$ cat src/inc/fault_prot_defs.vh
// Register map, field positions, reset values and constants of the fault supervisor
`ifndef FAULT_PROT_DEFS_VH
`define FAULT_PROT_DEFS_VH
// Register byte offsets
`define REG_CTRL 8'h00
`define REG_VOUT_MIN 8'h04
`define REG_VOUT_MAX 8'h08
`define REG_POUT_MAX 8'h0C
`define REG_OPEN_TMO 8'h10
`define REG_READ_TMO 8'h14
`define REG_TPWM_COEF 8'h18
`define REG_POUT_COEF 8'h1C
`define REG_RANGE_TH 8'h20
`define REG_IRQ_STAT 8'h24
`define REG_IRQ_MASK 8'h28
`define REG_STATUS 8'h2C
`define REG_REF_CUR 8'h30
// CTRL fields
`define CTRL_EN 0
`define CTRL_EXT_TEMP_EN 1
`define CTRL_RST 2'h0
// Event bits of IRQ_STAT and IRQ_MASK
`define EV_UV 0
`define EV_OPEN 1
`define EV_OV 2
`define EV_OPW 3
`define EV_LATCH 4
`define EV_W 5
// Reset values of programmable settings
`define VOUT_MIN_RST 16'h0100
`define VOUT_MAX_RST 16'h0F00
`define POUT_MAX_RST 16'h8000
`define OPEN_TMO_RST 16'h0400
`define READ_TMO_RST 16'h0800
`define COEF_RST 4'h3
`define RANGE_TH_RST 12'h800
// Built-in constants
`define RESTART_TRIES 3'h4
`define RESTART_TIME_US 1000
`define CLK_MHZ 20
`define LIMIT_LC_FACTOR 8'hE0
`define LIMIT_HC_FACTOR 8'hFF
`define FACTOR_SHIFT 8
`define PEAK_FILT_SHIFT 4'h4
`define LEVEL_FULL 8'hFF
`endif

$ cat src/hdl/fault_prot.v
// Output fault supervisor with auto-restart, latch, APB registers and interrupt
//
// Implementation choices: register access over APB and the placing of the registers.
`timescale 1ns/1ps
`include "fault_prot_defs.vh"

module fault_prot #(
  parameter VW = 12,
  parameter TW = 16,
  parameter RESTART_CYC = `RESTART_TIME_US * `CLK_MHZ
)(
  input wire i_sys_clk,
  input wire i_rstn,
  input wire i_psel,
  input wire i_penable,
  input wire i_pwrite,
  input wire [7:0] i_paddr,
  input wire [31:0] i_pwdata,
  output wire o_pready,
  output reg [31:0] o_prdata,
  output wire o_pslverr,
  input wire [VW-1:0] i_vin,
  input wire [VW-1:0] i_iout,
  input wire [TW-1:0] i_ton,
  input wire [TW-1:0] i_tpwm,
  input wire i_period_done,
  input wire i_on_start,
  input wire i_peak_cmp,
  input wire [VW-1:0] i_peak_thr_raw,
  input wire i_soft_start_done,
  input wire [VW-1:0] i_iref_meas,
  input wire i_int_temp_req,
  input wire [7:0] i_int_temp_level,
  input wire i_ext_temp_req,
  input wire [7:0] i_ext_temp_level,
  output wire o_buck_en,
  output reg o_gate,
  output reg o_ref_read_start,
  output reg [VW-1:0] o_ref_current,
  output reg [VW-1:0] o_peak_threshold,
  output reg [7:0] o_current_level,
  output wire o_irq
);
  // One-hot restart states
  localparam ST_RUN = 4'b0001;
  localparam ST_READ = 4'b0010;
  localparam ST_DELAY = 4'b0100;
  localparam ST_LATCH = 4'b1000;
  localparam PW = 2 * VW + TW;

  // First-order low-pass: y + (x - y) / 2^k
  function [PW+1:0] lp_filt;
    input [PW+1:0] y;
    input [PW+1:0] x;
    input [3:0] k;
    reg signed [PW+2:0] d;
    reg signed [PW+2:0] s;
    begin
      d = $signed({1'b0, x}) - $signed({1'b0, y});
      // Own statement keeps the shift arithmetic for a falling input
      s = d >>> k;
      lp_filt = y + s[PW+1:0];
    end
  endfunction

  reg [1:0] ctrl_ff;
  reg [15:0] vout_min_ff, vout_max_ff, pout_max_ff, open_tmo_ff, read_tmo_ff;
  reg [3:0] tpwm_coef_ff, pout_coef_ff;
  reg [VW-1:0] range_th_ff;
  reg [`EV_W-1:0] irq_stat_ff, irq_mask_ff;
  reg [3:0] state_ff;
  reg [2:0] tries_ff;
  reg open_fault_ff;
  reg [31:0] timer_ff;
  reg [TW-1:0] on_cnt_ff;
  reg on_ff;
  reg [PW+1:0] tpwm_f_ff, pout_f_ff, peak_f_ff;
  reg [`EV_W-1:0] ev;
  reg [3:0] nxt_state;

  wire wr = i_psel & i_penable & i_pwrite;
  wire setup = i_psel & ~i_penable;
  wire enabled = ctrl_ff[`CTRL_EN];
  wire in_run = state_ff[0];
  wire steady = in_run & i_soft_start_done;

  // APB decode: zero-wait, error on unmapped offsets
  function mapped;
    input [7:0] a;
    begin
      mapped = (a <= `REG_REF_CUR) && (a[1:0] == 2'b00);
    end
  endfunction
  assign o_pready = 1'b1;
  assign o_pslverr = i_psel & i_penable & ~mapped(i_paddr);

  // Duty-based estimates, cross-multiplied to avoid a divider
  wire [VW+TW-1:0] vout_num = i_vin * i_ton;
  wire [PW-1:0] pout_num = vout_num * i_iout;
  wire [PW+1:0] tpwm_x = {{(PW+2-TW){1'b0}}, i_tpwm};
  wire [PW+1:0] pout_x = {2'b00, pout_num};
  wire [TW-1:0] tpwm_f = tpwm_f_ff[TW-1:0];
  wire [16+TW-1:0] vmin_ref = vout_min_ff * tpwm_f;
  wire [16+TW-1:0] vmax_ref = vout_max_ff * tpwm_f;
  // Power limit for the range picked by the reference current
  wire [7:0] factor = (o_ref_current >= range_th_ff) ? `LIMIT_HC_FACTOR
                                                     : `LIMIT_LC_FACTOR;
  wire [23:0] lim_full = pout_max_ff * factor;
  wire [15:0] p_limit = lim_full[`FACTOR_SHIFT+15:`FACTOR_SHIFT];
  wire [16+TW-1:0] plim_ref = p_limit * tpwm_f;
  wire [PW+1:0] plim_x = {{(PW+2-16-TW){1'b0}}, plim_ref};
  wire [16+TW-1:0] vnum_x = {{(16-VW){1'b0}}, vout_num};

  // Fault detection, steady state only for voltage and power
  wire uv_det = steady & i_period_done & (vnum_x < vmin_ref);
  wire ov_det = steady & i_period_done & (vnum_x > vmax_ref);
  // Power is a level check: a stale high filter value refaults at once
  wire opw_det = steady & (pout_f_ff > plim_x);
  wire open_det = in_run & on_ff & ~i_peak_cmp & (on_cnt_ff >= open_tmo_ff);
  wire fault = enabled & (uv_det | ov_det | opw_det | open_det);

  assign o_buck_en = enabled & in_run;
  assign o_irq = |(irq_stat_ff & irq_mask_ff);

  // Register writes; hardware set beats software clear
  always @(posedge i_sys_clk or negedge i_rstn)
  begin
    if (!i_rstn)
    begin
      ctrl_ff <= `CTRL_RST;
      vout_min_ff <= `VOUT_MIN_RST;
      vout_max_ff <= `VOUT_MAX_RST;
      pout_max_ff <= `POUT_MAX_RST;
      open_tmo_ff <= `OPEN_TMO_RST;
      read_tmo_ff <= `READ_TMO_RST;
      tpwm_coef_ff <= `COEF_RST;
      pout_coef_ff <= `COEF_RST;
      range_th_ff <= `RANGE_TH_RST;
      irq_mask_ff <= {`EV_W{1'b0}};
      irq_stat_ff <= {`EV_W{1'b0}};
    end
    else
    begin
      if (wr)
      begin
        case (i_paddr)
          `REG_CTRL: ctrl_ff <= i_pwdata[1:0];
          `REG_VOUT_MIN: vout_min_ff <= i_pwdata[15:0];
          `REG_VOUT_MAX: vout_max_ff <= i_pwdata[15:0];
          `REG_POUT_MAX: pout_max_ff <= i_pwdata[15:0];
          `REG_OPEN_TMO: open_tmo_ff <= i_pwdata[15:0];
          `REG_READ_TMO: read_tmo_ff <= i_pwdata[15:0];
          `REG_TPWM_COEF: tpwm_coef_ff <= i_pwdata[3:0];
          `REG_POUT_COEF: pout_coef_ff <= i_pwdata[3:0];
          `REG_RANGE_TH: range_th_ff <= i_pwdata[VW-1:0];
          `REG_IRQ_MASK: irq_mask_ff <= i_pwdata[`EV_W-1:0];
          default: ;
        endcase
      end
      if (wr && i_paddr == `REG_IRQ_STAT)
        irq_stat_ff <= (irq_stat_ff & ~i_pwdata[`EV_W-1:0]) | ev;
      else
        irq_stat_ff <= irq_stat_ff | ev;
    end
  end

  // Read data captured in the setup phase
  always @(posedge i_sys_clk or negedge i_rstn)
  begin
    if (!i_rstn)
      o_prdata <= 32'h00000000;
    else if (setup)
    begin
      case (i_paddr)
        `REG_CTRL: o_prdata <= {30'h0, ctrl_ff};
        `REG_VOUT_MIN: o_prdata <= {16'h0, vout_min_ff};
        `REG_VOUT_MAX: o_prdata <= {16'h0, vout_max_ff};
        `REG_POUT_MAX: o_prdata <= {16'h0, pout_max_ff};
        `REG_OPEN_TMO: o_prdata <= {16'h0, open_tmo_ff};
        `REG_READ_TMO: o_prdata <= {16'h0, read_tmo_ff};
        `REG_TPWM_COEF: o_prdata <= {28'h0, tpwm_coef_ff};
        `REG_POUT_COEF: o_prdata <= {28'h0, pout_coef_ff};
        `REG_RANGE_TH: o_prdata <= {{(32-VW){1'b0}}, range_th_ff};
        `REG_IRQ_STAT: o_prdata <= {{(32-`EV_W){1'b0}}, irq_stat_ff};
        `REG_IRQ_MASK: o_prdata <= {{(32-`EV_W){1'b0}}, irq_mask_ff};
        `REG_STATUS: o_prdata <= {21'h0, open_fault_ff, tries_ff, 3'h0, state_ff};
        `REG_REF_CUR: o_prdata <= {{(32-VW){1'b0}}, o_ref_current};
        default: o_prdata <= 32'h00000000;
      endcase
    end
  end

  // Period, power and peak threshold filters
  always @(posedge i_sys_clk or negedge i_rstn)
  begin
    if (!i_rstn)
    begin
      tpwm_f_ff <= {(PW+2){1'b0}};
      pout_f_ff <= {(PW+2){1'b0}};
      peak_f_ff <= {(PW+2){1'b0}};
      o_peak_threshold <= {VW{1'b0}};
    end
    else
    begin
      if (i_period_done)
      begin
        tpwm_f_ff <= lp_filt(tpwm_f_ff, tpwm_x, tpwm_coef_ff);
        // Compared against limit times period, so the ratio stays exact
        pout_f_ff <= lp_filt(pout_f_ff, pout_x, pout_coef_ff);
      end
      peak_f_ff <= lp_filt(peak_f_ff, {{(PW+2-VW){1'b0}}, i_peak_thr_raw},
                           `PEAK_FILT_SHIFT);
      o_peak_threshold <= peak_f_ff[VW-1:0];
    end
  end

  // Gate on-time: high until peak reached or open timeout
  always @(posedge i_sys_clk or negedge i_rstn)
  begin
    if (!i_rstn)
    begin
      on_ff <= 1'b0;
      on_cnt_ff <= {TW{1'b0}};
      o_gate <= 1'b0;
    end
    else
    begin
      if (!o_buck_en || i_peak_cmp || open_det)
        on_ff <= 1'b0;
      else if (i_on_start)
        on_ff <= 1'b1;
      if (i_on_start && !on_ff)
        on_cnt_ff <= {TW{1'b0}};
      else if (on_ff)
        on_cnt_ff <= on_cnt_ff + 1'b1;
      o_gate <= o_buck_en & ~i_peak_cmp & ~open_det & (on_ff | i_on_start);
    end
  end

  // Event sources for the sticky status
  always @*
  begin
    ev = {`EV_W{1'b0}};
    ev[`EV_UV] = fault & uv_det;
    ev[`EV_OPEN] = fault & open_det;
    ev[`EV_OV] = fault & ov_det;
    ev[`EV_OPW] = fault & opw_det;
    ev[`EV_LATCH] = fault & (tries_ff == `RESTART_TRIES);
  end

  // Next restart state
  always @*
  begin
    nxt_state = state_ff;
    case (state_ff)
      ST_RUN:
        if (fault)
        begin
          if (tries_ff == `RESTART_TRIES)
            nxt_state = ST_LATCH;
          else if (open_det)
            nxt_state = ST_READ;
          else
            nxt_state = ST_DELAY;
        end
      ST_READ:
        if (timer_ff == 32'h00000000)
          nxt_state = ST_DELAY;
      ST_DELAY:
        if (timer_ff == 32'h00000000)
          nxt_state = ST_RUN;
      ST_LATCH:
        nxt_state = ST_LATCH;
      default:
        nxt_state = ST_RUN;
    endcase
    if (!enabled)
      nxt_state = ST_RUN;
  end

  // Restart sequencer, attempt counter and reference capture
  always @(posedge i_sys_clk or negedge i_rstn)
  begin
    if (!i_rstn)
    begin
      state_ff <= ST_RUN;
      tries_ff <= 3'h0;
      open_fault_ff <= 1'b0;
      timer_ff <= 32'h00000000;
      o_ref_read_start <= 1'b0;
      o_ref_current <= {VW{1'b0}};
    end
    else
    begin
      state_ff <= nxt_state;
      o_ref_read_start <= 1'b0;
      if (!enabled)
      begin
        // Disabling is the only way out of the latch
        tries_ff <= 3'h0;
        timer_ff <= 32'h00000000;
      end
      else if (in_run && fault)
      begin
        open_fault_ff <= open_det;
        if (tries_ff != `RESTART_TRIES)
          tries_ff <= tries_ff + 1'b1;
        if (open_det)
        begin
          timer_ff <= {15'h0000, read_tmo_ff, 1'b0} - 32'h00000001;
          // No reading once the tries are spent and the latch follows
          o_ref_read_start <= (tries_ff != `RESTART_TRIES);
        end
        else
          timer_ff <= RESTART_CYC - 1;
      end
      else if (state_ff == ST_READ && timer_ff == 32'h00000000)
      begin
        o_ref_current <= i_iref_meas;
        timer_ff <= RESTART_CYC - 1;
      end
      else if (in_run)
      begin
        // A full restart time of clean running ends the episode
        if (timer_ff >= RESTART_CYC - 1)
          tries_ff <= 3'h0;
        else
          timer_ff <= timer_ff + 1'b1;
      end
      else if (timer_ff != 32'h00000000)
        timer_ff <= timer_ff - 1'b1;
      if (state_ff == ST_DELAY && timer_ff == 32'h00000000)
        timer_ff <= 32'h00000000;
    end
  end

  // Temperature current-level merge
  always @(posedge i_sys_clk or negedge i_rstn)
  begin
    if (!i_rstn)
      o_current_level <= `LEVEL_FULL;
    else if (!ctrl_ff[`CTRL_EXT_TEMP_EN])
      o_current_level <= i_int_temp_req ? i_int_temp_level : `LEVEL_FULL;
    else if (i_int_temp_req && i_ext_temp_req)
      o_current_level <= (i_int_temp_level < i_ext_temp_level) ?
                         i_int_temp_level : i_ext_temp_level;
    else if (i_int_temp_req)
      o_current_level <= i_int_temp_level;
    else if (i_ext_temp_req)
      o_current_level <= i_ext_temp_level;
    else
      o_current_level <= `LEVEL_FULL;
  end
endmodule

$ cat config.mk
export PLATFORM = sky130hd
export DESIGN_NAME = fault_prot
export DESIGN_NICKNAME = d
export VERILOG_FILES = /design/src/hdl/fault_prot.v
export VERILOG_INCLUDE_DIRS = /design/src /design/src/inc
export SDC_FILE = /design/constraint.sdc
export NUM_CORES = 2
export LEC_CHECK = 0
export ABC_AREA = 1
export BUFFER_PORTS_ARGS = -buffer_cell sky130_fd_sc_hd__buf_4
export CAP_MARGIN = 20
export CORE_MARGIN = 10
export CORE_UTILIZATION = 49
export DETAILED_ROUTE_END_ITERATION = 16
export MAX_ROUTING_LAYER = met4
export PLACE_DENSITY = 0.63
export SLEW_MARGIN = 40
export SYNTH_ARGS = -nofsm -noshare
export SYNTH_HDL_FRONTEND = slang
export SYNTH_SLANG_ARGS = --single-unit
export TNS_END_PERCENT = 50
$ cat constraint.sdc
create_clock -name i_sys_clk -period 14.2 [get_ports i_sys_clk]
set_clock_uncertainty 0.15 [all_clocks]
set_input_delay 2.84 -clock i_sys_clk [delete_from_list [all_inputs] [get_ports i_sys_clk]]
set_output_delay 2.84 -clock i_sys_clk [all_outputs]
set_load 0.01 [all_outputs]
======== After elaboration in Yosys (flattened, before gate mapping) ========
Cells that the tools add are included.
Widths: inputs -> output; s select.
word-level totals
  bits in registers ....................... 361
  output and inout bits ................... 70
  word-level logic and storage cells ...... 186
cells by class
  add/subtract/negate cells ............... 11
  multipliers ............................. 6
  $lt $le $gt $ge ......................... 8
  equality and inequality tests ........... 27
  shifts and indexed selects .............. 2
  multiplexer cells ....................... 37
  bitwise logic cells ..................... 36
  reduce and logical (&&, ||, !) cells .... 33
operators by type and width
  operator               number
  $mux 32                8
  $pmux 16 s13           1
  $add 42x42->42         3
  $mul 16x16->32         3
  $sshr 43x4->42         2
  $mux 8                 6
  $sub 12x42->43         1
  $sub 16x42->43         1
  $sub 40x42->43         1
  $gt 42x32->1           1
  $eq 8x6->1 const B     5
  $mul 28x12->40         1
  $add 32x1->32 const B  1
  $eq 8x5->1 const B     4
  $ge 32x15->1 const B   1
  $gt 28x32->1           1
  $logic_not 32->1       1
  $lt 28x32->1           1
  $mux 16                2
  $reduce_bool 32->1     1
  $sub 32x1->32 const B  1
  $mul 12x16->28         1
  $mul 16x8->24          1
  $reduce_and 2->1       12
  39 further kinds       100

======== Logic depth before layout (Yosys ltp) ========
  word-level depth ........................ 13
  mapped depth ............................ 81
  mapped depth without buffers ............ 78

======== Worst setup path before layout ========
No wires, ideal clock.
  kind .................................... input to register
  start point ............................. input port i_vin[4]
  end point ............................... register pout_f_ff[35]
  arrival ................................. 13.798 ns
  setup slack ............................. 0.134 ns
  stages .................................. 56
  path buffers ............................ 2
  cell sequence ........................... clkbuf_1 > clkbuf_1 > nand2_1 > inv_1 > fa_1 > inv_1 > fa_1 > fa_1 > inv_1 > fa_1 > inv_1 > fa_1 > inv_1 > ha_1 > inv_1 > o21bai_1 > a21oi_1 > o21ai_0 > (+20 left out) > nand3_1 > o211ai_1 > a21oi_1 > a21oi_1 > ha_1 > a21oi_1 > o21ai_0 > a21oi_1 > inv_1 > a21oi_1 > o21ai_0 > nand2_1 > nand2_1 > a21oi_1 > o21bai_1 > or2_2 > nand3_1 > nand2_1
between the ends
  word-level cells in the longest chain between the ends .. 5
ends and longest elaborated chain
  element                 RTL line          source
  start: declaration      fault_prot.v:22   input wire [VW-1:0] i_vin,
  $mul 12x16->28          fault_prot.v:98   wire [VW+TW-1:0] vout_num = i_vin * i_ton;
  $mul 28x12->40          fault_prot.v:99   wire [PW-1:0] pout_num = vout_num * i_iout;
  $sub 40x42->43          fault_prot.v:59   d = $signed({1'b0, x}) - $signed({1'b0, y});
  $sshr 43x4->42          fault_prot.v:61   s = d >>> k;
  $add 42x42->42          fault_prot.v:62   lp_filt = y + s[PW+1:0];
  end signal: assignment  fault_prot.v:199  pout_f_ff <= {(PW+2){1'b0}};
  end signal: assignment  fault_prot.v:209  pout_f_ff <= lp_filt(pout_f_ff, pout_x, pout_coef_ff);
  end: declaration        fault_prot.v:77   reg [PW+1:0] tpwm_f_ff, pout_f_ff, peak_f_ff;
Every way passes these cells.
A chain may end at the register's enable or synchronous reset.

======== Worst setup path after layout ========
  start point ............................. input port i_ton[5]
  end point ............................... register pout_f_ff[34]
between the ends
  word-level cells in the longest chain between the ends .. 5
ends and longest elaborated chain
  element             RTL line         source
  start: declaration  fault_prot.v:24  input wire [TW-1:0] i_ton,
  $mul 12x16->28      fault_prot.v:98
  $mul 28x12->40      fault_prot.v:99
  $sub 40x42->43      fault_prot.v:59
  $sshr 43x4->42      fault_prot.v:61
  $add 42x42->42      fault_prot.v:62
Every way passes these cells.

==> flow_results.xml <==
<?xml version="1.0" encoding="UTF-8"?>
<metrics>
  <group name="logic_synthesis">
    <metric name="yosys-mux-area-fraction" unit="">0.00162</metric>
    <metric name="main_area_contributors_after_synthesis" unit="">sky130_fd_sc_hd__fa_1 (27%), sky130_fd_sc_hd__ha_1 (13%), sky130_fd_sc_hd__nand2_1 (12%)</metric>
    <metric name="ys_seq_elements" unit="">345</metric>
    <metric name="combinational_family_with_the_most_area_after_synthesis" unit="">adder cells</metric>
    <metric name="post_synth_instance_area" unit="sq mm">0.0802</metric>
    <metric name="ys_seq_area_frac" unit="">0.108</metric>
    <metric name="synth.avg_cell_area" unit="sq um">7.22</metric>
    <metric name="post_synth_most_frequent_cells" unit="">sky130_fd_sc_hd__nand2_1 (2615), sky130_fd_sc_hd__inv_1 (2308), sky130_fd_sc_hd__fa_1 (1101)</metric>
    <metric name="async_flop_share" unit="">1.00</metric>
    <metric name="synthDominantAreaCellType" unit="">sky130_fd_sc_hd__fa_1</metric>
    <metric name="yosys.cell_count.top_type" unit="">sky130_fd_sc_hd__nand2_1</metric>
    <metric name="yosysWarnings" unit="">0</metric>
    <metric name="synth_compound_area_frac" unit="">0.0976</metric>
    <metric name="number_of_enable_flip_flop_cells_after_synthesis" unit="">0</metric>
    <metric name="synth_top_cell_area_share" unit="">0.275</metric>
    <metric name="synth-main-ff-cell" unit="">sky130_fd_sc_hd__dfrtp_1</metric>
    <metric name="synth_xor_area_frac" unit="">0.0311</metric>
    <metric name="synth_adder_area_share" unit="">0.404</metric>
    <metric name="synthesized_area_fraction_occupied_by_and_or_nand_nor_cells" unit="">0.228</metric>
    <metric name="postSynthCellCount" unit="">11100</metric>
    <metric name="ys_types" unit="">74</metric>
  </group>
  <group name="critical_path">
    <metric name="crit_end" unit="">pout_f_ff[34]</metric>
    <metric name="crit_path_frequent_cell" unit="">sky130_fd_sc_hd__fa_1</metric>
    <metric name="worst-path-max-fanout" unit="">7</metric>
    <metric name="critical_path.top_delay_family" unit="">adder cells</metric>
    <metric name="crit_cells" unit="">60</metric>
    <metric name="end_kind" unit="">flip-flop</metric>
    <metric name="timing.critical_path.from_type" unit="">primary input</metric>
    <metric name="worstRegToRegCells" unit="">69</metric>
    <metric name="critPathKind" unit="">in2reg</metric>
    <metric name="critical-path-slowest-cell" unit="">sky130_fd_sc_hd__fa_2</metric>
    <metric name="worst_r2r_startpoint" unit="">range_th_ff[1]</metric>
    <metric name="critPathArrivalTime" unit="ns">14.32</metric>
    <metric name="internal_reg_to_reg_setup_slack" unit="ns">0.62</metric>
    <metric name="rr_endpoint" unit="">timer_ff[5]</metric>
    <metric name="worstSetupStartpoint" unit="">i_ton[5]</metric>
    <metric name="cp.buffers_inverters" unit="">18</metric>
    <metric name="required" unit="ns">14.56</metric>
    <metric name="cpPeakStageDelay" unit="ns">0.60</metric>
  </group>
  <group name="clock_network">
    <metric name="cts_hold_buf" unit="">0</metric>
    <metric name="cts_num_sinks" unit="">345</metric>
    <metric name="cts_tree" unit="">built</metric>
    <metric name="max-clock-path-buffers" unit="">3</metric>
    <metric name="cts_buffers" unit="">46</metric>
    <metric name="ctsRootBufferMaster" unit="">sky130_fd_sc_hd__clkbuf_16</metric>
    <metric name="clk_pin_slew_worst_paths" unit="ns">0.07</metric>
    <metric name="clock_insertion_delay_worst_skew" unit="ns">0.66</metric>
    <metric name="htreeDepth" unit="">2</metric>
  </group>
  <group name="job">
    <metric name="max_cap_violations" unit="">0</metric>
  </group>
  <group name="layout">
    <metric name="drive_gt1_frac" unit="">0.144</metric>
    <metric name="multi_input_comb_area" unit="sq mm">0.0639</metric>
    <metric name="fin_nets" unit="">13800</metric>
    <metric name="fill_cells" unit="">15500</metric>
    <metric name="regArea" unit="sq mm">0.00868</metric>
    <metric name="area_growth" unit="%">16.0</metric>
    <metric name="postLayoutCoreUtil" unit="">0.572</metric>
  </group>
  <group name="sta">
    <metric name="report.final.hold_viol_count" unit="">0</metric>
    <metric name="totalNegativeSetupSlack" unit="ns">0</metric>
    <metric name="finalMaxSlewViolations" unit="">0</metric>
    <metric name="holdWs" unit="ns">0.250</metric>
    <metric name="achievable-frequency" unit="MHz">71.7</metric>
    <metric name="share_of_the_cycle_needed_by_the_critical_path_after_routing" unit="">0.983</metric>
    <metric name="worstMarginPinSlew" unit="ns">0.924</metric>
    <metric name="worst_slew_margin_rel" unit="">0.384</metric>
    <metric name="setup_viol_count_final" unit="">0</metric>
    <metric name="min_period" unit="ns">13.95</metric>
    <metric name="unrepaired_setup_endpoints_after_global_routing" unit="">yes</metric>
  </group>
  <group name="floorplan">
    <metric name="floorplan.initialDensity" unit="">0.493</metric>
    <metric name="rows" unit="">148</metric>
    <metric name="ios" unit="">217</metric>
    <metric name="fp.coreArea" unit="sq mm">0.163</metric>
    <metric name="die_h" unit="um">425</metric>
    <metric name="floorplan.die.width" unit="um">425</metric>
    <metric name="die_area" unit="sq mm">0.180</metric>
  </group>
  <group name="grt">
    <metric name="first_global_vias" unit="">76200</metric>
    <metric name="grt_util_all_layers" unit="">0.294</metric>
    <metric name="grt-ovfl-total" unit="">0</metric>
    <metric name="grt_max_degree" unit="">86</metric>
    <metric name="grt_antenna_before_repair" unit="">4</metric>
    <metric name="global_route_wire_length_before_repair" unit="um">415000</metric>
  </group>
  <group name="detailed_routing">
    <metric name="detailroute.wirelength.met3" unit="um">16000</metric>
    <metric name="routed-via-count" unit="">75200</metric>
    <metric name="route.final.wire_length" unit="um">261000</metric>
    <metric name="avgRoutedWirePerCell" unit="um">18.8</metric>
    <metric name="detail_route.vias_per_cell" unit="">5.40</metric>
    <metric name="dr.pass1.iters" unit="">6</metric>
    <metric name="routed.top_layer" unit="">met4</metric>
    <metric name="drt-initial-drc-count" unit="">5686</metric>
    <metric name="wl_met1" unit="um">114000</metric>
    <metric name="ant_nets" unit="">0</metric>
    <metric name="met2_wirelength" unit="um">122000</metric>
    <metric name="detail_route.drc_violations" unit="">0</metric>
  </group>
  <group name="place">
    <metric name="gp_routability_congestion" unit="">1.00</metric>
    <metric name="io_buffers" unit="">183</metric>
    <metric name="detailedPlacementHpwl" unit="um">214000</metric>
  </group>
  <group name="min_path">
    <metric name="holdCritPathClass" unit="">reg2reg</metric>
    <metric name="worstHoldStart" unit="">peak_f_ff[0]</metric>
  </group>
  <group name="outcome">
    <metric name="run_status" unit="">complete, no violations</metric>
  </group>
</metrics>
==> cells by family (layout without fill, tap and decap cells) <==
family / count (synthesis) / in the layout
simple gates: 4404 / 4405
buf+inv: 2738 / 3358
fa+ha+maj: 1932 / 1932
compound gates: 1397 / 1397
flops: 345 / 345
xor+xnor: 285 / 285
mux: 12 / 12
other cells: 2 / 19
==> layout by cell type (no fill, tap or decap), types with 23 or more instances in the layout <==
| cell type | count |
|---|---|
| sky130_fd_sc_hd__nor2_1 | 706 |
| sky130_fd_sc_hd__o21ai_1 | 50 |
| sky130_fd_sc_hd__nand2_2 | 88 |
| sky130_fd_sc_hd__o21a_1 | 29 |
| sky130_fd_sc_hd__or2_2 | 84 |
| sky130_fd_sc_hd__nor4_1 | 35 |
| sky130_fd_sc_hd__nand2_1 | 2511 |
| sky130_fd_sc_hd__buf_4 | 893 |
| sky130_fd_sc_hd__nand4_1 | 113 |
| sky130_fd_sc_hd__o211ai_1 | 33 |
| sky130_fd_sc_hd__clkinv_1 | 23 |
| sky130_fd_sc_hd__o21ai_2 | 34 |
| sky130_fd_sc_hd__xnor2_1 | 126 |
| sky130_fd_sc_hd__nor3_1 | 74 |
| sky130_fd_sc_hd__inv_1 | 2263 |
| sky130_fd_sc_hd__o21bai_1 | 23 |
| sky130_fd_sc_hd__a21oi_1 | 454 |
| sky130_fd_sc_hd__fa_1 | 1082 |
| sky130_fd_sc_hd__a21oi_2 | 62 |
| sky130_fd_sc_hd__ha_1 | 772 |
| sky130_fd_sc_hd__o21ai_0 | 480 |
| sky130_fd_sc_hd__xor2_1 | 152 |
| sky130_fd_sc_hd__nor2_2 | 37 |
| sky130_fd_sc_hd__ha_4 | 49 |
| sky130_fd_sc_hd__nand3_1 | 565 |
| sky130_fd_sc_hd__dfrtp_1 | 309 |
| sky130_fd_sc_hd__a21o_1 | 30 |
| sky130_fd_sc_hd__inv_2 | 44 |
| sky130_fd_sc_hd__clkbuf_16 | 50 |
| sky130_fd_sc_hd__a31oi_1 | 48 |
| sky130_fd_sc_hd__nand3_2 | 72 |
==> metrics by stage <==
step / std cells / setup WS, ns / cell area [sq um]
final: 13900 / 0.247 / 93000
after global routing: 13900 / -0.226 / 93000
after CTS: 13900 / 0.000606 / 90000
after detailed placement: 13800 / -1.24 / 88100
after global placement: 13800 / -1.19 / 88100
after floorplan: 11100 / 0.134 / 80300
==> layer usage <==
| metal | vias up | GRT usage |
|---|---|---|
| met5 | - | - |
| met4 | 0 | 0.0930 |
| met3 | 482 | 0.0304 |
| met2 | 2422 | 0.476 |
| met1 | 36600 | 0.387 |
| li1 | 35700 | - |
==> repair_timing <==
item,CTS,global route
setup endpoints to repair,71,84
cloned,0,5
hold endpoints to repair,0,0
pin swaps,6,215
gates resized for setup,51,618
setup buffers,5,57
==> worst min-delay path by stage <==
stage,to,cells after the start
after floorplan,o_peak_threshold[10],0
after global placement,o_peak_threshold[0],0
after detailed placement,o_peak_threshold[0],0
after CTS,o_peak_threshold[0],0
after global routing,o_peak_threshold[6],0
final,o_peak_threshold[0],0
==> registers in the layout (all words and copies together), names as in the netlist, 5 cells and up <==
signal            count
irq_mask_ff           5
irq_stat_ff           5
o_current_level       8
o_peak_threshold     12
o_prdata             16
o_ref_current        12
on_cnt_ff            16
open_tmo_ff          16
peak_f_ff            42
pout_f_ff            42
pout_max_ff          16
range_th_ff          12
read_tmo_ff          16
timer_ff             32
tpwm_f_ff            42
vout_max_ff          16
vout_min_ff          16
==> final cells by class <==
class	instances	share of cell area
Inverter	2341	0.0949
Sequential cell	345	0.0933
Tap cell	2175	0.0292
Timing Repair Buffer	934	0.0789
Antenna cell	2	0.0000538
Clock inverter	26	0.00395
Clock buffer	57	0.0135
Multi-Input combinational cell	8048	0.686
Power is not shown: default switching activity piles up to over one toggle a cycle in this logic, so the estimate is an artifact.
